==> src/rtl/spl_pkg.sv <==
// constants shared by the sector protection and lock logic
package spl_pkg;

  localparam int          NUM_SECTORS      = 16;
  localparam int          SECTOR_IDX_W     = 4;
  localparam int          ADDR_W           = 24;
  localparam int          SECTOR_MSB       = 19;
  localparam int          SECTOR_LSB       = 16;

  localparam logic [7:0]  OP_READ_PROT     = 8'h3C;
  localparam logic [7:0]  OP_PROTECT       = 8'h36;
  localparam logic [7:0]  OP_UNPROTECT     = 8'h39;
  localparam logic [7:0]  OP_WRITE_STATUS  = 8'h01;

  localparam logic [4:0]  OPCODE_LAST_BIT  = 5'h07;
  localparam logic [4:0]  ADDR_LAST_BIT    = 5'h17;
  localparam logic [4:0]  DATA_LAST_BIT    = 5'h07;

  // first status byte field positions
  localparam int          ST_LOCK_BIT      = 7;
  localparam int          ST_WP_BIT        = 4;
  localparam int          ST_SUM_LSB       = 2;
  localparam int          ST_GLOBAL_MSB    = 5;
  localparam int          ST_GLOBAL_LSB    = 2;

  localparam logic [3:0]  GLOBAL_UNPROTECT = 4'h0;
  localparam logic [3:0]  GLOBAL_PROTECT   = 4'hF;

  localparam logic [1:0]  SUM_NONE         = 2'h0;
  localparam logic [1:0]  SUM_SOME         = 2'h1;
  localparam logic [1:0]  SUM_ALL          = 2'h3;

  localparam logic [15:0] PROT_RESET       = 16'hFFFF;
  localparam logic        LOCK_RESET       = 1'b0;

  localparam int          SYNC_W           = 4;
  // pin levels held during reset: wp_n, si, sck, cs_n
  localparam logic [3:0]  SYNC_INIT        = 4'hD;

endpackage

==> src/rtl/pin_sync.sv <==
// three-stage pin synchroniser with agreement filter
`timescale 1ns/1ps
module pin_sync
  import spl_pkg::*;
#(
  parameter int W = SYNC_W
) (
  input  wire logic         i_core_clk,  // core clock
  input  wire logic         i_reset,     // sync reset, high
  input  wire logic [W-1:0] i_pins,      // raw pin levels
  input  wire logic [W-1:0] i_init,      // level held during reset
  output logic      [W-1:0] o_pins       // filtered levels
);

  logic [W-1:0] s1_reg;
  logic [W-1:0] s2_reg;
  logic [W-1:0] s3_reg;
  logic [W-1:0] out_reg;
  logic [W-1:0] out_next;

  genvar g;
  generate
    for (g = 0; g < W; g++) begin : g_bit
      // a change counts once stages two and three agree
      always_comb begin
        out_next[g] = (s2_reg[g] == s3_reg[g]) ? s3_reg[g] : out_reg[g];
      end
    end
  endgenerate

  always_ff @(posedge i_core_clk) begin
    s1_reg <= i_pins;
    s2_reg <= s1_reg;
    s3_reg <= s2_reg;
    if (i_reset) begin
      out_reg <= i_init;
    end else begin
      out_reg <= out_next;
    end
  end

  assign o_pins = out_reg;

endmodule

==> src/rtl/sector_prot_store.sv <==
// per-sector protection bits and the protection lock bit
`timescale 1ns/1ps
module sector_prot_store
  import spl_pkg::*;
(
  input  wire logic                    i_core_clk,     // core clock
  input  wire logic                    i_reset,        // sync reset, high
  input  wire logic                    i_wp_n,         // filtered write-protect pin
  input  wire logic                    i_cmd_protect,  // protect one sector, pulse
  input  wire logic                    i_cmd_unprot,   // unprotect one sector, pulse
  input  wire logic                    i_cmd_wrsr,     // status byte write, pulse
  input  wire logic [SECTOR_IDX_W-1:0] i_sector,       // sector index
  input  wire logic [7:0]              i_wr_data,      // written status byte
  output logic      [NUM_SECTORS-1:0]  o_prot,         // protection bits
  output logic                         o_lock,         // protection_lock_bit
  output logic                         o_hw_lock       // hardware lock active
);

  logic [NUM_SECTORS-1:0] prot_reg;
  logic [NUM_SECTORS-1:0] prot_next;
  logic                   lock_reg;
  logic                   lock_next;
  logic                   hw_lock;
  logic [3:0]             global_code;

  assign hw_lock     = !i_wp_n && lock_reg;
  assign global_code = i_wr_data[ST_GLOBAL_MSB:ST_GLOBAL_LSB];

  always_comb begin
    prot_next = prot_reg;
    lock_next = lock_reg;
    if (!hw_lock) begin
      if (!lock_reg && i_cmd_protect) begin
        prot_next[i_sector] = 1'b1;
      end
      if (!lock_reg && i_cmd_unprot) begin
        prot_next[i_sector] = 1'b0;
      end
      if (i_cmd_wrsr) begin
        lock_next = i_wr_data[ST_LOCK_BIT];
        // globals only when the lock bit was clear before this write
        if (!lock_reg) begin
          if (global_code == GLOBAL_UNPROTECT) begin
            prot_next = '0;
          end else if (global_code == GLOBAL_PROTECT) begin
            prot_next = '1;
          end
        end
      end
    end
  end

  always_ff @(posedge i_core_clk) begin
    if (i_reset) begin
      prot_reg <= PROT_RESET;
      lock_reg <= LOCK_RESET;
    end else begin
      prot_reg <= prot_next;
      lock_reg <= lock_next;
    end
  end

  assign o_prot    = prot_reg;
  assign o_lock    = lock_reg;
  assign o_hw_lock = hw_lock;

endmodule

==> src/rtl/sector_protect_lock_logic.sv <==
// serial command front end for sector protection read-back and locking
// Notes on behaviour
// - opcode 3Ch plus three address bytes selects a sector for protection read-back.
// - after the last address bit, output repeats FFh if protected, else 00h.
// - read-back shows only the stored sector bit, never the write-protect pin.
// - chip select high at any time ends read-back and releases the output.
// - summary bits report whether all, some or none of the sectors are protected.
// - write-protect pin changes nothing directly, it feeds only the hardware lock and status bit four.
// - hardware lock is active when write-protect is low and lock bit is one.
// - under hardware lock, sector bits and lock bit freeze; protect, unprotect and status writes ignored.
// - a status write made while the lock bit is set performs no global operation.
// - reset leaves all sectors protected and the lock bit cleared.
// - with write-protect high the lock bit can still be set as a software lock.
// - a status write setting the lock bit may apply global protect or unprotect.
// - a sector is protected when its bit is one, whatever the pin level.
// - under software lock the lock bit may clear; sector changes refused.
// - with lock bit clear, sector commands and globals work and lock may set.
// - lock clear: writing 00h unprotects all, 7Fh protects all, lock stays zero.
// - a status write stores only bit seven; bits five to two are decoded only.
// - status read shows pin state and summary in bits four to two.
`timescale 1ns/1ps
module sector_protect_lock_logic
  import spl_pkg::*;
(
  input  wire logic                   i_core_clk,                 // core clock, 125 MHz
  input  wire logic                   i_reset,                    // sync reset, high
  input  wire logic                   i_cs_n,                     // chip select, low active
  input  wire logic                   i_sck,                      // serial clock pin
  input  wire logic                   i_si,                       // serial data in
  input  wire logic                   i_wp_n,                     // write-protect pin, low active
  output logic                        o_so,                       // serial data out
  output logic                        o_so_oe,                    // serial out enable
  output logic                        o_protection_lock_bit,      // lock bit
  output logic                        o_hw_lock,                  // hardware lock active
  output logic [1:0]                  o_software_protect_summary, // none/some/all
  output logic [7:0]                  o_status_byte1,             // first status byte image
  output logic [NUM_SECTORS-1:0]      o_sector_prot               // protection bits
);

  typedef enum logic [2:0] {
    ST_IDLE,
    ST_OPCODE,
    ST_ADDR,
    ST_DATA,
    ST_READBACK,
    ST_ARMED,
    ST_IGNORE
  } cmd_state_t;

  typedef enum logic [1:0] {
    KIND_READ,
    KIND_PROT,
    KIND_UNPROT,
    KIND_WRSR
  } cmd_kind_t;

  ////////////////////////////////////////////////////////////////////////////
  // pin synchronisers and edge detection

  logic [SYNC_W-1:0] pins_f;
  logic              cs_n_f;
  logic              sck_f;
  logic              si_f;
  logic              wp_n_f;
  logic              sck_prev_reg;
  logic              cs_n_prev_reg;
  logic              sck_rise;
  logic              cs_fall;
  logic              cs_rise;

  pin_sync #(
    .W          (SYNC_W)
  ) u_sync (
    .i_core_clk (i_core_clk),
    .i_reset    (i_reset),
    .i_pins     ({i_wp_n, i_si, i_sck, i_cs_n}),
    .i_init     (SYNC_INIT),
    .o_pins     (pins_f)
  );

  assign cs_n_f   = pins_f[0];
  assign sck_f    = pins_f[1];
  assign si_f     = pins_f[2];
  assign wp_n_f   = pins_f[3];
  assign sck_rise = sck_f && !sck_prev_reg;
  assign cs_fall  = !cs_n_f && cs_n_prev_reg;
  assign cs_rise  = cs_n_f && !cs_n_prev_reg;

  always_ff @(posedge i_core_clk) begin
    if (i_reset) begin
      sck_prev_reg  <= SYNC_INIT[1];
      cs_n_prev_reg <= SYNC_INIT[0];
    end else begin
      sck_prev_reg  <= sck_f;
      cs_n_prev_reg <= cs_n_f;
    end
  end

  ////////////////////////////////////////////////////////////////////////////
  // command decoder

  cmd_state_t               state_reg;
  cmd_state_t               state_next;
  cmd_kind_t                kind_reg;
  cmd_kind_t                kind_next;
  logic [4:0]               cnt_reg;
  logic [4:0]               cnt_next;
  logic [ADDR_W-1:0]        shift_reg;
  logic [ADDR_W-1:0]        shift_next;
  logic [SECTOR_IDX_W-1:0]  sector_reg;
  logic [SECTOR_IDX_W-1:0]  sector_next;
  logic [7:0]               wdata_reg;
  logic [7:0]               wdata_next;
  logic                     so_reg;
  logic                     so_next;
  logic                     oe_reg;
  logic                     oe_next;
  logic                     cmd_prot_reg;
  logic                     cmd_prot_next;
  logic                     cmd_unprot_reg;
  logic                     cmd_unprot_next;
  logic                     cmd_wrsr_reg;
  logic                     cmd_wrsr_next;
  logic [ADDR_W-1:0]        shifted;
  logic [NUM_SECTORS-1:0]   prot;
  logic                     lock_bit;
  logic                     hw_lock;

  assign shifted = {shift_reg[ADDR_W-2:0], si_f};

  always_comb begin
    state_next      = state_reg;
    kind_next       = kind_reg;
    cnt_next        = cnt_reg;
    shift_next      = shift_reg;
    sector_next     = sector_reg;
    wdata_next      = wdata_reg;
    so_next         = so_reg;
    oe_next         = oe_reg;
    cmd_prot_next   = 1'b0;
    cmd_unprot_next = 1'b0;
    cmd_wrsr_next   = 1'b0;
    if (cs_n_f) begin
      // deselect ends any command and releases the output
      state_next = ST_IDLE;
      oe_next    = 1'b0;
      so_next    = 1'b0;
      if (cs_rise && state_reg == ST_ARMED) begin
        cmd_prot_next   = (kind_reg == KIND_PROT);
        cmd_unprot_next = (kind_reg == KIND_UNPROT);
        cmd_wrsr_next   = (kind_reg == KIND_WRSR);
      end
    end else if (cs_fall) begin
      state_next = ST_OPCODE;
      cnt_next   = '0;
      shift_next = '0;
    end else if (sck_rise) begin
      shift_next = shifted;
      cnt_next   = cnt_reg + 5'h01;
      case (state_reg)
        ST_OPCODE: begin
          if (cnt_reg == OPCODE_LAST_BIT) begin
            cnt_next   = '0;
            state_next = ST_ADDR;
            case (shifted[7:0])
              OP_READ_PROT:    kind_next = KIND_READ;
              OP_PROTECT:      kind_next = KIND_PROT;
              OP_UNPROTECT:    kind_next = KIND_UNPROT;
              OP_WRITE_STATUS: begin
                kind_next  = KIND_WRSR;
                state_next = ST_DATA;
              end
              default:         state_next = ST_IGNORE;
            endcase
          end
        end
        ST_ADDR: begin
          if (cnt_reg == ADDR_LAST_BIT) begin
            cnt_next    = '0;
            sector_next = shifted[SECTOR_MSB:SECTOR_LSB];
            if (kind_reg == KIND_READ) begin
              state_next = ST_READBACK;
              // stored bit only; pin level plays no part
              so_next    = prot[shifted[SECTOR_MSB:SECTOR_LSB]];
              oe_next    = 1'b1;
            end else begin
              state_next = ST_ARMED;
            end
          end
        end
        ST_DATA: begin
          if (cnt_reg == DATA_LAST_BIT) begin
            cnt_next   = '0;
            wdata_next = shifted[7:0];
            state_next = ST_ARMED;
          end
        end
        ST_READBACK: begin
          so_next = prot[sector_reg];
          oe_next = 1'b1;
        end
        ST_ARMED: begin
          // clocks past the byte boundary abort the command
          state_next = ST_IGNORE;
        end
        ST_IDLE, ST_IGNORE: begin
          cnt_next = cnt_reg;
        end
        default: state_next = ST_IGNORE;
      endcase
    end
  end

  always_ff @(posedge i_core_clk) begin
    if (i_reset) begin
      state_reg      <= ST_IDLE;
      kind_reg       <= KIND_READ;
      cnt_reg        <= '0;
      shift_reg      <= '0;
      sector_reg     <= '0;
      wdata_reg      <= '0;
      so_reg         <= 1'b0;
      oe_reg         <= 1'b0;
      cmd_prot_reg   <= 1'b0;
      cmd_unprot_reg <= 1'b0;
      cmd_wrsr_reg   <= 1'b0;
    end else begin
      state_reg      <= state_next;
      kind_reg       <= kind_next;
      cnt_reg        <= cnt_next;
      shift_reg      <= shift_next;
      sector_reg     <= sector_next;
      wdata_reg      <= wdata_next;
      so_reg         <= so_next;
      oe_reg         <= oe_next;
      cmd_prot_reg   <= cmd_prot_next;
      cmd_unprot_reg <= cmd_unprot_next;
      cmd_wrsr_reg   <= cmd_wrsr_next;
    end
  end

  ////////////////////////////////////////////////////////////////////////////
  // protection store

  sector_prot_store u_store (
    .i_core_clk    (i_core_clk),
    .i_reset       (i_reset),
    .i_wp_n        (wp_n_f),
    .i_cmd_protect (cmd_prot_reg),
    .i_cmd_unprot  (cmd_unprot_reg),
    .i_cmd_wrsr    (cmd_wrsr_reg),
    .i_sector      (sector_reg),
    .i_wr_data     (wdata_reg),
    .o_prot        (prot),
    .o_lock        (lock_bit),
    .o_hw_lock     (hw_lock)
  );

  ////////////////////////////////////////////////////////////////////////////
  // status outputs

  logic [1:0] sum_reg;
  logic [1:0] sum_next;
  logic [7:0] status_reg;
  logic [7:0] status_next;
  logic       hwl_reg;
  logic       lockq_reg;
  logic [NUM_SECTORS-1:0] protq_reg;

  always_comb begin
    if (&prot) begin
      sum_next = SUM_ALL;
    end else if (|prot) begin
      sum_next = SUM_SOME;
    end else begin
      sum_next = SUM_NONE;
    end
    status_next                          = '0;
    status_next[ST_LOCK_BIT]             = lock_bit;
    status_next[ST_WP_BIT]               = wp_n_f;
    status_next[ST_SUM_LSB+1:ST_SUM_LSB] = sum_next;
  end

  always_ff @(posedge i_core_clk) begin
    if (i_reset) begin
      sum_reg    <= SUM_ALL;
      status_reg <= '0;
      hwl_reg    <= 1'b0;
      lockq_reg  <= LOCK_RESET;
      protq_reg  <= PROT_RESET;
    end else begin
      sum_reg    <= sum_next;
      status_reg <= status_next;
      hwl_reg    <= hw_lock;
      lockq_reg  <= lock_bit;
      protq_reg  <= prot;
    end
  end

  assign o_so                       = so_reg;
  assign o_so_oe                    = oe_reg;
  assign o_protection_lock_bit      = lockq_reg;
  assign o_hw_lock                  = hwl_reg;
  assign o_software_protect_summary = sum_reg;
  assign o_status_byte1             = status_reg;
  assign o_sector_prot              = protq_reg;

endmodule

==> config.mk <==
export PLATFORM = sky130hd
export DESIGN_NAME = sector_protect_lock_logic
export DESIGN_NICKNAME = d
export VERILOG_FILES = /design/src/rtl/spl_pkg.sv /design/src/rtl/pin_sync.sv /design/src/rtl/sector_prot_store.sv /design/src/rtl/sector_protect_lock_logic.sv
export SDC_FILE = /design/constraint.sdc
export NUM_CORES = 1
export LEC_CHECK = 0
export ABC_AREA = 1
export BUFFER_PORTS_ARGS = -buffer_cell sky130_fd_sc_hd__buf_4
export CORE_MARGIN = 10
export CORE_UTILIZATION = 45
export DETAILED_ROUTE_END_ITERATION = 10
export PLACE_DENSITY = 0.75
export SYNTH_ARGS = -nofsm -noshare
export SYNTH_HDL_FRONTEND = slang
export SYNTH_SLANG_ARGS = --single-unit
export TNS_END_PERCENT = 50
==> constraint.sdc <==
create_clock -name i_core_clk -period 3.62 [get_ports i_core_clk]
set_clock_uncertainty 0.2 [all_clocks]
set_input_delay 0.181 -clock i_core_clk [delete_from_list [all_inputs] [get_ports i_core_clk]]
set_output_delay 0.181 -clock i_core_clk [all_outputs]
set_load 0.1 [all_outputs]
# After elaboration in Yosys (flattened, before gate mapping)
# Cells that the tools add are included.
dict set report word_totals {
  ff_bits 109
  in_bits 6
  output_inout_bits 30
  word_cells 144
}
dict set report op_classes {
  n_addsub 1
  order_cmp 3
  eq_ne 29
  mux 37
  n_bitwise 8
  n_reduce_logical 37
}
# operator count
set op_table {}
lappend op_table {{16-bit two-way mux} 7}
lappend op_table {{19-bit two-way mux} 2}
lappend op_table {{5-bit AND reduction} 5}
lappend op_table {{8-bit by 6-bit == test with 1-bit output, second input constant} 3}
lappend op_table {{5-bit two-way mux} 4}
lappend op_table {{16-bit AND} 1}
lappend op_table {{16-bit NOT} 1}
lappend op_table {{16-bit bitwise OR} 1}
lappend op_table {{16-bit AND reduction} 1}
lappend op_table {{16-bit OR reduction} 1}
lappend op_table {{5-bit one-hot mux with 3 select lines} 1}
lappend op_table {{3-bit one-hot mux with 4 select lines} 1}
lappend op_table {{3-bit OR reduction} 4}
lappend op_table {{1-bit two-way mux} 11}
lappend op_table {{4-bit by 5-bit less-than comparator with 1-bit output, second input constant} 2}
lappend op_table {{2-bit != test, second input constant} 5}
lappend op_table {{3-bit == test, second input constant} 3}
lappend op_table {{3-bit two-way mux} 3}
lappend op_table {{3-bit != test, second input constant} 3}
lappend op_table {{1-bit binary-select mux with 4-bit select} 2}
lappend op_table {{8-bit by 1-bit == test with 1-bit output, second input constant} 1}
lappend op_table {{1-bit logical AND} 8}
lappend op_table {{2-bit one-hot mux with 4 select lines} 1}
lappend op_table {{3-bit by 2-bit == test with 1-bit output, second input constant} 2}
lappend op_table {{other kinds (25)} 42}

# Depth between registers and ports, before layout
# Gate-level depths: netlist of the first run.
dict set report logic_depth {
  depth_word 13
  depth_mapped 11
  depth_no_buf 11
}

# Modules after synthesis
# A second synthesis of the first run with hierarchy kept.
dict set report unflattened {
  cells_unflattened 689
  hier_area_um2 4804.6
}
# mod instances cells_each area_each_um2 seq_area_each_um2
set modules_own_cells {}
lappend modules_own_cells {sector_protect_lock_logic 1 422 3084.2 1421.4}
lappend modules_own_cells {sector_prot_store 1 221 1229.9 340.3}
lappend modules_own_cells {pin_sync 1 46 490.5 360.3}

# Worst setup path after synthesis of the first run
# Ideal clock, no wire load.
dict set report synth_path {
  path_kind {reg2out}
  start {register status_reg[7] (netlist: o_status_byte1[7])}
  end {output port o_status_byte1[7]}
  arrival_ps 1356
  required_time_ps 3239
  slack_ps 1883
  path_stages_with_launch 2
  n_path_buf 1
  cell_sequence {dfxtp_1 buf_4}
}
# element line
set synth_rtl {}
lappend synth_rtl {{from (decl)} sector_protect_lock_logic.sv:264} ;# logic [7:0] status_reg;
lappend synth_rtl {{from (signal assigned)} sector_protect_lock_logic.sv:293} ;# status_reg <= status_next;
lappend synth_rtl {{to (decl)} sector_protect_lock_logic.sv:36} ;# output logic [7:0] o_status_byte1,
# No word-level cell between the ends.

# Worst setup path in the final report of the first run
dict set report layout_path {
  start {register u_store.lock_reg (netlist: u_store.o_lock)}
  end {register u_store.prot_reg[9] (netlist: u_store.o_prot[9])}
}
dict set report layout_via {
  elab_chain_cells 10
  word_cells_on_any_way 12
  classes_between {mux (7); bitwise (1); reduce/logical (4)}
}
# element line
set layout_lines {}
lappend layout_lines {{from (decl)} sector_prot_store.sv:21} ;# logic lock_reg;
lappend layout_lines {{from (signal assigned)} sector_prot_store.sv:59} ;# lock_reg <= lock_next;
lappend layout_lines {{1-bit logical NOT} {sector_prot_store.sv:33, sector_prot_store.sv:36}}
lappend layout_lines {{1-bit logical AND} sector_prot_store.sv:33} ;# if (!lock_reg && i_cmd_protect) begin
lappend layout_lines {{16-bit two-way mux} sector_prot_store.sv:33}
lappend layout_lines {{16-bit two-way mux} sector_prot_store.sv:32} ;# if (!hw_lock) begin
lappend layout_lines {{16-bit AND (no source line)} -}
lappend layout_lines {{16-bit two-way mux} sector_prot_store.sv:36} ;# if (!lock_reg && i_cmd_unprot) begin
lappend layout_lines {{16-bit two-way mux} sector_prot_store.sv:45} ;# end else if (global_code == GLOBAL_PROTECT) begin
lappend layout_lines {{16-bit two-way mux} sector_prot_store.sv:43} ;# if (global_code == GLOBAL_UNPROTECT) begin
lappend layout_lines {{16-bit two-way mux} sector_prot_store.sv:42} ;# if (!lock_reg) begin
lappend layout_lines {{16-bit two-way mux} sector_prot_store.sv:39} ;# if (i_cmd_wrsr) begin
lappend layout_lines {{to (signal assigned)} sector_prot_store.sv:58} ;# prot_reg <= prot_next;
lappend layout_lines {{to (decl)} sector_prot_store.sv:19} ;# logic [NUM_SECTORS-1:0] prot_reg;
# Several ways; a longest one is shown, not always the timed one. The select of a mux whose other input is x is not followed.
# A chain may end at the register's enable or synchronous reset.

==> results by stage, run 1 <==
Run status:
- The flow ran to the end, and the final reports show no timing, DRC or antenna violations.

Power and ir drop:
- Overall power consumption after layout is estimated at 0.00199 W.
- IR analysis of the VDD net gives a maximum drop of 0.176 mV.
- The share of total power dissipated in the clock network is 0.380.
- The portion of total power attributed to combinational logic is 0.050.
- Of the total power, the share spent switching nets is 0.246.
- The internal power is 0.00150 W.
- The power density over the cells is 408 nW/µm².
- Of the total power, registers draw 0.570.
- In this run the power spent charging and discharging nets is 0.000490 W.
- Summed over all cells, the static leakage comes to 2.02 nW.

Drt:
- The detailed-router iteration count before antenna repair is 5.
- For this block, the routed nets add up to 10.1 mm of wire.
- The routed via count divided by cell count is 5.29.
- Detailed routing inserted a total of 3,849 vias.
- The first routing iteration left 279 violations.
- After detailed routing, the number of remaining DRC violations is 0.
- The routed wire length per instance is 13.9 µm.
- The number of nets with antenna violations after detailed routing is 0.

Die:
- In this run the core area contains 35 standard-cell rows.
- The die width is 118 µm.
- For this design the top-level I/O count stands at 36.
- The die is 118 µm tall.
- The floorplan step defined a die boundary enclosing 14,000 µm².
- The initial utilization of the core area, before any placement, comes to 0.465.
- The core region is 9330 µm².

Layout:
- The register with the most flip-flops in the layout has 19 of them.
- The top cell types in the final layout, fill and taps aside, are 135 x sky130_fd_sc_hd__nand2_1, 101 x sky130_fd_sc_hd__dfxtp_1, 51 x sky130_fd_sc_hd__inv_1.
- The count of nets after finishing is 601.
- 0 antenna diodes ended up in the layout.
- Relative to the synthesized area, the layout overhead comes to 12.1%.
- The area taken by flip-flops and latches is 2020 µm².
- Of the cells placed in the final design, the portion with a size suffix greater than 1 is 0.139.
- The finished cells cover 4870 µm².
- Leaving out fill and tap cells, the most frequent cell in the layout is sky130_fd_sc_hd__nand2_1.
- The number of filler cells placed in the layout is 921.
- The multi-input logic area is 1940 µm².

Critical path:
- In this run the critical register-to-register path is launched from u_store.o_lock.
- The critical-path maximum fanout is 16.
- Data on the critical path arrives at its endpoint at 2260 ps.
- The slowest cell on the critical path is sky130_fd_sc_hd__a31oi_1.
- The cell family with the largest share of critical-path delay is compound AO/OA/AOI/OAI gates.
- Data on the critical path is required at its endpoint by 3700 ps.
- The highest cell delay on the worst timing path is 1000 ps.
- Traced cell by cell, the critical path runs through inv_1 > a31oi_1 > o21ai_0 > o211ai_1.
- The startpoint class of the critical path is a flop.
- The start point of the critical path is u_store.o_lock.
- The number of buffers and inverters on the critical path is 1.
- The worst setup path is captured at a flop.
- The worst setup path is of the reg -> reg kind.

STA:
- The total negative setup slack is 0 ps.
- Setup violations remaining at the end of the flow were counted as 0.
- The hold violation count in the final report is 0.
- Headroom to the max-slew limit came out at 0.159.
- The transition time of the tightest slew-check pin is 1260 ps.
- Setup repair after global routing left no endpoint under its margin.
- The fmax is 0.459 GHz.
- The final cycle utilization of the critical path is 0.602.
- For the finished layout, the period the worst path requires is 2180 ps.
- The count of final max-slew check failures was 0.

CTS:
- The total clock sinks is 101.
- The clock tree from TritonCTS is done.
- Once the clock tree was built, the resizer swapped 0 gates to a different size.
- No sink is reached through more buffers than the 2 on the longest clock path.
- Clock-pin slew was measured on the worst setup and hold paths at 100 ps.
- The clock latency on the worst-skew pair is 360 ps.
- The H-tree generated during clock tree synthesis spans 3 levels.
- The tree is rooted in a sky130_fd_sc_hd__clkbuf_8.
- The number of setup buffers added after CTS is 0.
- TritonCTS created 9 clock buffers.

Worst hold path:
- The tightest min-delay check is of the in -> reg type.
- The startpoint identified for the worst hold timing path is i_reset.

Global routing:
- The via count of the first global-routing pass was 3,641.
- The wire length of the first global-routing pass is 17.2 mm.
- Across every metal layer, demand over resource in global routing totals 0.143.
- The initial antenna violation count is 0.
- The remaining global-route overflow is 0.
- Entering global routing, the biggest net connects 37 pins.

Logic synthesis:
- The number of flops mapped to enable cells by yosys is 0.
- The number of distinct library cell variants in the gate-level netlist after synthesis is 41.
- The share of synthesized area in the top cell type comes to 0.466.
- For this run, the register share of the synthesized area comes to 0.466.
- The warning count from the yosys run is 0.
- In the synthesized netlist, the number of instances is 570.
- The synthesized netlist occupies a cell area of 4340 µm².
- The average instance in the mapped netlist occupies 7.61 µm².
- In this run, synthesis produced a sequential element count of 101.
- The fraction of registers with async set/reset is 0.
- The cell type with the largest total area after synthesis is sky130_fd_sc_hd__dfxtp_1.
- Yosys attributes the largest share of cell area to sky130_fd_sc_hd__dfxtp_1 47%, sky130_fd_sc_hd__nand2_1 12%, sky130_fd_sc_hd__a21oi_1 5.8%.
- Among all flip-flop cells after synthesis, the most frequent one is sky130_fd_sc_hd__dfxtp_1.

Placement:
- The cell area after placement is 4610 µm².
- The number of buffers inserted by port buffering is 31.
- The HPWL after detailed placement is 7.27 mm.
- The global placer's final weighted congestion is 0.958.

Run:
- The max-capacitance violation count is 0.
## final cells by class
| cell class | instances | share of cell area |
|---|---|---|
| Clock inverter | 6 | 0.0162 |
| Inverter | 65 | 0.0512 |
| Timing Repair Buffer | 36 | 0.0576 |
| Multi-Input combinational cell | 381 | 0.398 |
| Sequential cell | 101 | 0.415 |
| Clock buffer | 10 | 0.0283 |
| Tap cell | 129 | 0.0332 |
## metal layers
metal	track usage	share of wire
met2	0.250	0.50
met5	0	0
met3	0.0309	0.056
met4	0.0456	0.014
met1	0.171	0.43
## cell families (layout without fill, tap and decap cells)
logic type      count (synthesis)  count (layout)  share of synthesized area
flops                         101             101                      0.466
compound gates                127             127                      0.171
buf+inv                        91             117                     0.0902
simple gates                  247             247                      0.265
fa+ha+maj                       2               2                    0.00519
xor+xnor                        1               1                    0.00202
other cells                     1               4                   0.000864
## power groups by stage
| stage | combinational (W) | clock (W) | sequential [W] |
|---|---|---|---|
| floorplan | 0.0000592 | 0 | 0.00118 |
| global placement | 0.0000958 | 0 | 0.00116 |
| detailed placement | 0.0000968 | 0 | 0.00116 |
| CTS | 0.000100 | 0.000771 | 0.00113 |
| global route | 0.000107 | 0.000819 | 0.00113 |
| finish | 0.0000999 | 0.000755 | 0.00113 |
## final timing paths
path                       end  cells after the start  slack, ps
min          o_status_byte1[4]                      2         20
min reg2reg   u_sync.s2_reg[3]                      0        140
max reg2reg  u_store.o_prot[9]                      4       1440
max          u_store.o_prot[9]                      4       1440
## what timing repair did
action / in CTS / in global routing
endpoints found under the hold margin: 4 / 0
hold buffers: 4 / 0
endpoints found under the setup margin: 0 / 0
## cells in the mapped netlist, drive strengths merged (3+ instances only)
library cell  instances
clkbuf               12
inv                  62
o21ai                39
nand4                10
nand3                40
a32oi                 9
nor2                 39
nand2               138
nor4                  4
buf                  14
a31oi                 5
clkinv                3
nor3                 15
a21oi                50
dfxtp               101
o211ai               17
## per-stage QoR
stage / hold slack [ps] / setup WS [ps] / std cells / utilization
2_1_floorplan: 8.72 / 1880 / 573 / -
3_3_place_gp: 86.1 / 1700 / 708 / 0.494
3_5_place_dp: 86.8 / 1570 / 708 / 0.494
4_1_cts: 18.2 / 1540 / 728 / 0.522
5_1_grt: 18.0 / 1350 / 728 / 0.522
6_report: 23.9 / 1440 / 728 / 0.522
Note: power is estimated with default switching activity, not from simulation.
==> inputs of run 2 (changes only) <==
Clock period 3.62 ns to 2.3 ns, I/O delays scaled along.
==> run 2 against run 1 <==
  * Die area did not move
  * Sequential power rose by 58%
  * Clock power rose by 38%
  * First-iteration DRC count fell by 0.72%
  * Total power rose by 50%
  * Cell count rose by 1.1%
  * Register-to-register slack got worse by 1000 ps
  * Wire length rose by 4.7%
  * Combinational power rose by 64%
  * Critical path depth rose by 3
  * Highest routed layer unchanged
==> results by stage, run 2 (synthesis gave the netlist of run 1 again) <==
Drt:
- After detailed routing, the number of remaining DRC violations is 0.
- The routed via count is 3,865.
- After the first detailed-routing iteration, the DRC count stood at 277.
- The routed design has 10.6 mm of wire.
- The routed via count divided by cell count is 5.25.
- The first detailed-routing pass ran for 5 iterations.
- In this run the remaining antenna-violating nets after routing total 0.
- The routed wire length per instance is 14.4 µm.

STA:
- The setup-violating endpoint count in the final report is 0.
- The count of final max-slew check failures is 0.
- For this run, the top clock speed supported by timing is 0.530 GHz.
- The transition time of the tightest slew-check pin is 827 ps.
- The headroom to the max-slew limit is 0.449.
- The final cycle utilization of the critical path is 0.821.
- The hold violation count in the final report came to 0.
- Setup repair after global routing left no endpoint under its margin.
- After routing, the total negative slack on setup checks comes to 0 ps.
- The final critical delay including setup and external delays is 1890 ps.
- On the final layout, the worst hold slack is 135 ps.

Power and ir drop:
- Total power for the finished layout comes to 0.00299 W.
- Power spread over the standard cell area amounts to 611 nW/µm².
- The portion of total power attributed to combinational logic is 0.055.
- Of the total power, registers draw 0.597.
- The internal power is 0.00222 W.
- VDD sags by at most 0.420 mV.
- The power dissipated by switching net loads is 0.000770 W.
- The net switching share of the total power is 0.258.
- The cell leakage power is 2.03 nW.
- The share of total power dissipated in the clock network is 0.349.

Layout:
- The multi-input logic area is 1940 µm².
- Across the whole layout, storage elements account for 2020 µm².
- The relative area change from synthesis to final layout is 12.6%.
- After the last flow step, the layout net total stands at 609.
- In the layout the commonest cells are 135 x sky130_fd_sc_hd__nand2_1, 101 x sky130_fd_sc_hd__dfxtp_1, 51 x sky130_fd_sc_hd__inv_1.
- After filler insertion, the fill cell instance count of the layout stands at 929.
- The proportion of layout cells with a drive suffix above 1 is 0.145.
- 0 antenna diodes ended up in the layout.
- The register with the most flip-flops in the layout has 19 of them.
- The library cell used most frequently in the layout, excluding fill and tap cells, is sky130_fd_sc_hd__nand2_1.
- Once layout is complete, the utilization of the core stands at 0.524.

Critical path:
- The worst path arrival time is 1980 ps.
- Data on the critical path is required at its endpoint by 2390 ps.
- The endpoint identified for the worst register-to-register timing path is cnt_reg[0].
- The start point of the critical path is u_sync.o_pins[1].
- In this run the worst setup path terminates at cnt_reg[0].
- Counting cells, the worst reg-to-reg path comes to 7.
- The critical-path maximum fanout is 20.
- STA classifies the critical path endpoint as a flop.
- The startpoint of the worst register-to-register path is u_sync.o_pins[1].
- The startpoint class of the critical path is a flop.
- For flop-to-flop paths, the worst setup slack is 410 ps.
- The start-to-end type of the worst setup path is reg -> reg.

CTS:
- The count of H-tree levels built during CTS is 3.
- The total clock sinks is 101.
- The number of buffers inserted during clock tree synthesis is 9.
- The number of gates resized after CTS is 0.
- The number of setup buffers added after CTS is 0.
- The clock latency on the worst-skew pair is 370 ps.
- Counting along the longest clock path gives a buffer depth of 2.
- The hold buffer count at cts is 5.
- The clock tree from TritonCTS is done.
- The tree is rooted in a sky130_fd_sc_hd__clkbuf_8.
- Clock-pin slew was measured on the worst setup and hold paths at 90 ps.

Die:
- The cell row count is 35.
- The floorplan step defined a core boundary enclosing 9330 µm².
- The initial utilization of the core area, before any placement, comes to 0.465.
- In this run the horizontal extent of the chip is 118 µm.
- The die covers 14,000 µm².
- 36 I/O pins were placed.
- From bottom edge to top edge, the die measures 118 µm.

Global routing:
- The initial antenna violation count was 0.
- Entering global routing, the biggest net connects 25 pins.
- The first global-routing pass estimated 17.5 mm of wire.
- The global router's overall resource usage is 0.148.
- The via count of the first global-routing pass is 3,673.
- The remaining global-route overflow is 0.

Placement:
- Once detailed placement completed, the half-perimeter wirelength came to 7.67 mm.
- The number of buffers inserted by port buffering is 31.
- The global placer's final weighted congestion is 0.939.

Run status:
- The flow ran to the end, and the final reports show no timing, DRC or antenna violations.

Worst hold path:
- The number of cells on the worst hold path is 0.
- The class of the tightest hold or removal check is reg -> reg.

Run:
- The tool flagged a number of max-cap violations equal to 0.
run 2: cell types whose count changed in the layout (fill, tap and decap cells not counted), sizes merged:
| cell | change |
|---|---|
| buf | +7 |
| clkbuf | +1 |
| bufinv | -1 |
| dlygate4sd3 | +1 |
| clkinvlp | +1 |
| inv | +1 |
| clkinv | -2 |
run 2: worst min path at each step:
stage,startpoint,to,slack [ps]
6_report,u_sync.s1_reg[0],u_sync.s2_reg[0],130
3_5_place_dp,i_si,u_sync.s1_reg[2],20
2_1_floorplan,i_cs_n,u_sync.s1_reg[0],-60
4_1_cts,u_sync.s1_reg[0],u_sync.s2_reg[0],140
3_3_place_gp,i_cs_n,u_sync.s1_reg[0],20
5_1_grt,u_sync.s1_reg[0],u_sync.s2_reg[0],140
run 2: cell type report:
type / instances / share of cell area
clock buffer: 11 / 0.0269
clock inverter: 5 / 0.00870
inverter: 65 / 0.0509
multi-input combinational: 381 / 0.397
sequential: 101 / 0.414
tap: 129 / 0.0330
timing repair buffer: 44 / 0.0701
run 2: worst max-delay path: stages, from the launching register on:
cell and delay, ps:
sky130_fd_sc_hd__dfxtp_1 340, sky130_fd_sc_hd__inv_2 80, sky130_fd_sc_hd__nor2_4 40, sky130_fd_sc_hd__o21ai_2 640, sky130_fd_sc_hd__nor2_4 130, sky130_fd_sc_hd__inv_2 120
sky130_fd_sc_hd__o21ai_0 90, sky130_fd_sc_hd__a21oi_1 180
run 2: stage by stage:
step | cells | setup slack (ps) | instance area (µm²)
after floorplan | 573 | 629 | 4350
after global placement | 715 | 484 | 4660
after detailed placement | 715 | 440 | 4660
after CTS | 736 | 423 | 4890
after global routing | 736 | 244 | 4890
final | 736 | 412 | 4890
run 2: routing by layer:
metal  up-vias  share of wire  track usage
li1       1948              -            -
met1      1808           0.43        0.163
met2        86           0.50        0.268
met3        23          0.048       0.0376
met4         0          0.024       0.0518
met5         -              0            0
run 2: power by group through the flow:
stage          registers [W]  clock network (W)  logic (W)
6_report             0.00178            0.00104   0.000164
5_1_grt              0.00179            0.00113   0.000175
4_1_cts              0.00178            0.00107   0.000164
3_5_place_dp         0.00182                  0   0.000157
3_3_place_gp         0.00182                  0   0.000155
2_1_floorplan        0.00186                  0  0.0000932
==> inputs of run 3 (changes only) <==
Settings changed: PLACE_DENSITY 0.75 to 0.77.
Clock period 2.3 ns to 1.71 ns, I/O delays scaled along.
==> run 3 against run 2 <==
  * The flow now finishes with violations (setup timing)
  * Flip-flop and latch count unchanged
  * Maximum frequency up 10%
  * Total power up 37%
  * Critical path depth up 2
  * Setup slack worse by 420 ps
  * Wire length down 1.4%
  * First-iteration DRC count down 21%
==> results by stage, run 3 (synthesis gave the netlist of run 1 again) <==
Power and ir drop:
- The internal power is 0.00311 W.
- The net switching share of the total power is 0.240.
- Across the VDD grid, the largest voltage drop is 0.533 mV.
- The share of total power dissipated in the clock network is 0.361.
- The cell leakage power is 2.15 nW.
- Of the total power, combinational logic draws 0.054.
- The power density over the cells is 797 nW/µm².
- The proportion of power drawn by flip-flops and latches is 0.584.
- The analysis attributes to net switching a power of 0.000983 W.

Run status:
- The checks that failed: setup timing.
- The run finished, with violations left.

Critical path:
- In this run the worst path has a maximum fanout of 5.
- STA classifies the critical path endpoint as a flop.
- The start-to-end type of the worst setup path is reg -> reg.
- Data on the critical path is required at its endpoint by 1760 ps.
- The register-to-register setup slack is -4 ps.
- The worst setup path is launched from a flop.
- The startpoint of the worst register-to-register path is cnt_reg[1].
- Data arrives at the worst endpoint at 1760 ps.
- The worst reg2reg path depth is 9.
- Traced cell by cell, the critical path runs through ha_4 > nand2_4 > inv_4 > nand3_4 > inv_1 > o21ai_2 > nor2_4 > buf_4 > o211a_1.
- On the worst path, the slowest cell contributes a delay of 370 ps.
- The reg-to-reg endpoint is state_reg[2].
- The largest individual stage delay along the critical path comes from the cell sky130_fd_sc_hd__dfxtp_4.
- The most critical setup path has its startpoint at cnt_reg[1].

Placement:
- Port buffering added 31 buffers.
- The cell area after placement is 4750 µm².
- The post-detailed-placement half-perimeter wirelength is 7.55 mm.
- Prior to clock tree synthesis, the placed netlist has a worst setup slack of -56.9 ps.
- The global placer's final weighted congestion is 0.987.
- The total instance count after detailed placement is 726.

Drt:
- Once detail routing completed, the nets flagged for antenna violations numbered 0.
- The number of remaining DRC errors is 0.
- The first-iteration detailed-routing DRC count is 218.
- The final wirelength is 10.5 mm.
- Before antenna repair, the detailed router went through 5 iterations.
- The routed wire length per instance is 13.9 µm.
- The routed via count is 3,942.
- In the routed layout, each cell is associated on average with a via count of 5.25.

Global routing:
- For met3 alone, demand over resource in global routing was 0.0343.
- The global router's overall resource usage is 0.148.
- The via count of the first global-routing pass is 3,780.
- The met1 capacity usage during global routing is 0.169.
- The initial antenna violation count came to 0.
- Global routing finished with a remaining overflow of 0.
- In the global route stage, met2 resource usage came out at 0.263.
- Entering global routing, the biggest net connects 28 pins.
- The first global-routing pass estimated 17.8 mm of wire.
- The layer carrying the most global-route usage is met2.

Layout:
- In the final layout, the share of cells above drive strength 1 is 0.209.
- The count of cells in the finished layout, fillers not included, comes to 751.
- The antenna diode instance count is 0.
- Once layout is done, the placed cells without fillers occupy 5140 µm².
- The flip-flop count of the largest register, all copies and words added is 19.
- The relative area change from synthesis to final layout is 18.4%.
- The count of nets after finishing is 624.
- Leaving out fill and tap cells, the most frequent cell in the layout is sky130_fd_sc_hd__nand2_1.
- Leaving out fill and tap cells, the most frequent cells in the layout are 131 x sky130_fd_sc_hd__nand2_1, 94 x sky130_fd_sc_hd__dfxtp_1, 53 x sky130_fd_sc_hd__buf_4.

STA:
- Setup repair after global routing could not meet its margin everywhere.
- In the post-route analysis, the smallest setup slack over all paths is -4.42 ps.
- In the finished design, the share of the clock period the worst path needs comes to 1.00.
- In the final timing run, aggregate negative setup slack is -4.42 ps.
- Setup violations remaining at the end of the flow were counted as 1.
- The count of final max-slew check failures was 0.
- The hold violation count in the final report is 0.
- Timing would allow up to 0.583 GHz.
- Counting I/O delays and the setup requirement, the final critical path takes 1710 ps.

Run:
- The max-capacitance violation count is 0.

Worst hold path:
- The source of the worst hold timing path is u_sync.s1_reg[3].
- The worst hold path passes through 0 cells.
- The worst hold path endpoint is u_sync.s2_reg[3].
- The class of the tightest hold or removal check is reg -> reg.

Die:
- The die width is 118 µm.
- The die covers 14,000 µm².
- In this run the vertical extent of the chip is 118 µm.
- The core footprint is 9330 µm².
- Pin placement for this block handled 36 I/O pins.
- The starting density of the core is 0.465.
- The cell row count is 35.

CTS:
- The count of H-tree levels built during CTS is 3.
- The total clock sinks is 101.
- The number of buffers inserted during clock tree synthesis is 9.
- The clock tree from TritonCTS is done.
- The number of buffers on the longest clock path is 2.
- The clock tree root driver cell is sky130_fd_sc_hd__clkbuf_8.
- The clock input transition at the sequential cells of the worst setup and hold paths is 90 ps.
- The clock latency on the worst-skew pair is 360 ps.
## run 3: power groups by stage
| stage | registers, W | logic (W) | clock network [W] |
|---|---|---|---|
| floorplan | 0.00250 | 0.000125 | 0 |
| global placement | 0.00245 | 0.000209 | 0 |
| detailed placement | 0.00245 | 0.000211 | 0 |
| CTS | 0.00240 | 0.000220 | 0.00152 |
| global route | 0.00240 | 0.000239 | 0.00161 |
| finish | 0.00239 | 0.000222 | 0.00148 |
## run 3: metal layers
metal	up-vias	routed length [µm]
met5	-	0
met4	0	219
met3	27	560
met2	117	5350
met1	1817	4340
li1	1981	-
## run 3: layout make-up
class | count | area [µm²]
fill | 916 | 4190
sequential | 101 | 2040
multi-input combinational | 381 | 2030
timing repair buffer | 59 | 468
inverter | 65 | 259
tap | 129 | 161
clock buffer | 11 | 131
clock inverter | 5 | 58.8
## run 3: what timing repair did
| item | 4_1_cts | 5_1_grt |
|---|---|---|
| cloned | 0 | 0 |
| gates resized for setup | 3 | 34 |
| pin swaps | 1 | 5 |
| setup endpoints to repair | 5 | 33 |
| hold buffers | 5 | 0 |
| endpoints found under the hold margin | 18 | 0 |
| buffers inserted | 1 | 3 |
## run 3: worst max-delay path by stage
| stage | endpoint | slack [ps] |
|---|---|---|
| after floorplan | o_status_byte1[7] | 70 |
| after global placement | state_reg[0] | 40 |
| after detailed placement | state_reg[0] | -60 |
| after CTS | state_reg[0] | 0.7 |
| after global routing | state_reg[2] | -40 |
| final | state_reg[2] | -4 |
## run 3: worst max-delay path, delay by kind of cell (launching register included)
family          cells  cell delay [ps]
flops               1              370
compound gates      2              370
buf+inv             3              260
simple gates        3              240
fa+ha+maj           1              170
## run 3: per-stage QoR
stage / total power (W) / utilization / hold WS [ps]
detailed placement: 0.00266 / 0.509 / -9.03
finish: 0.00410 / 0.551 / 134
floorplan: 0.00262 / - / -86.8
global route: 0.00425 / 0.551 / 143
global placement: 0.00266 / 0.509 / -9.84
CTS: 0.00414 / 0.536 / 135
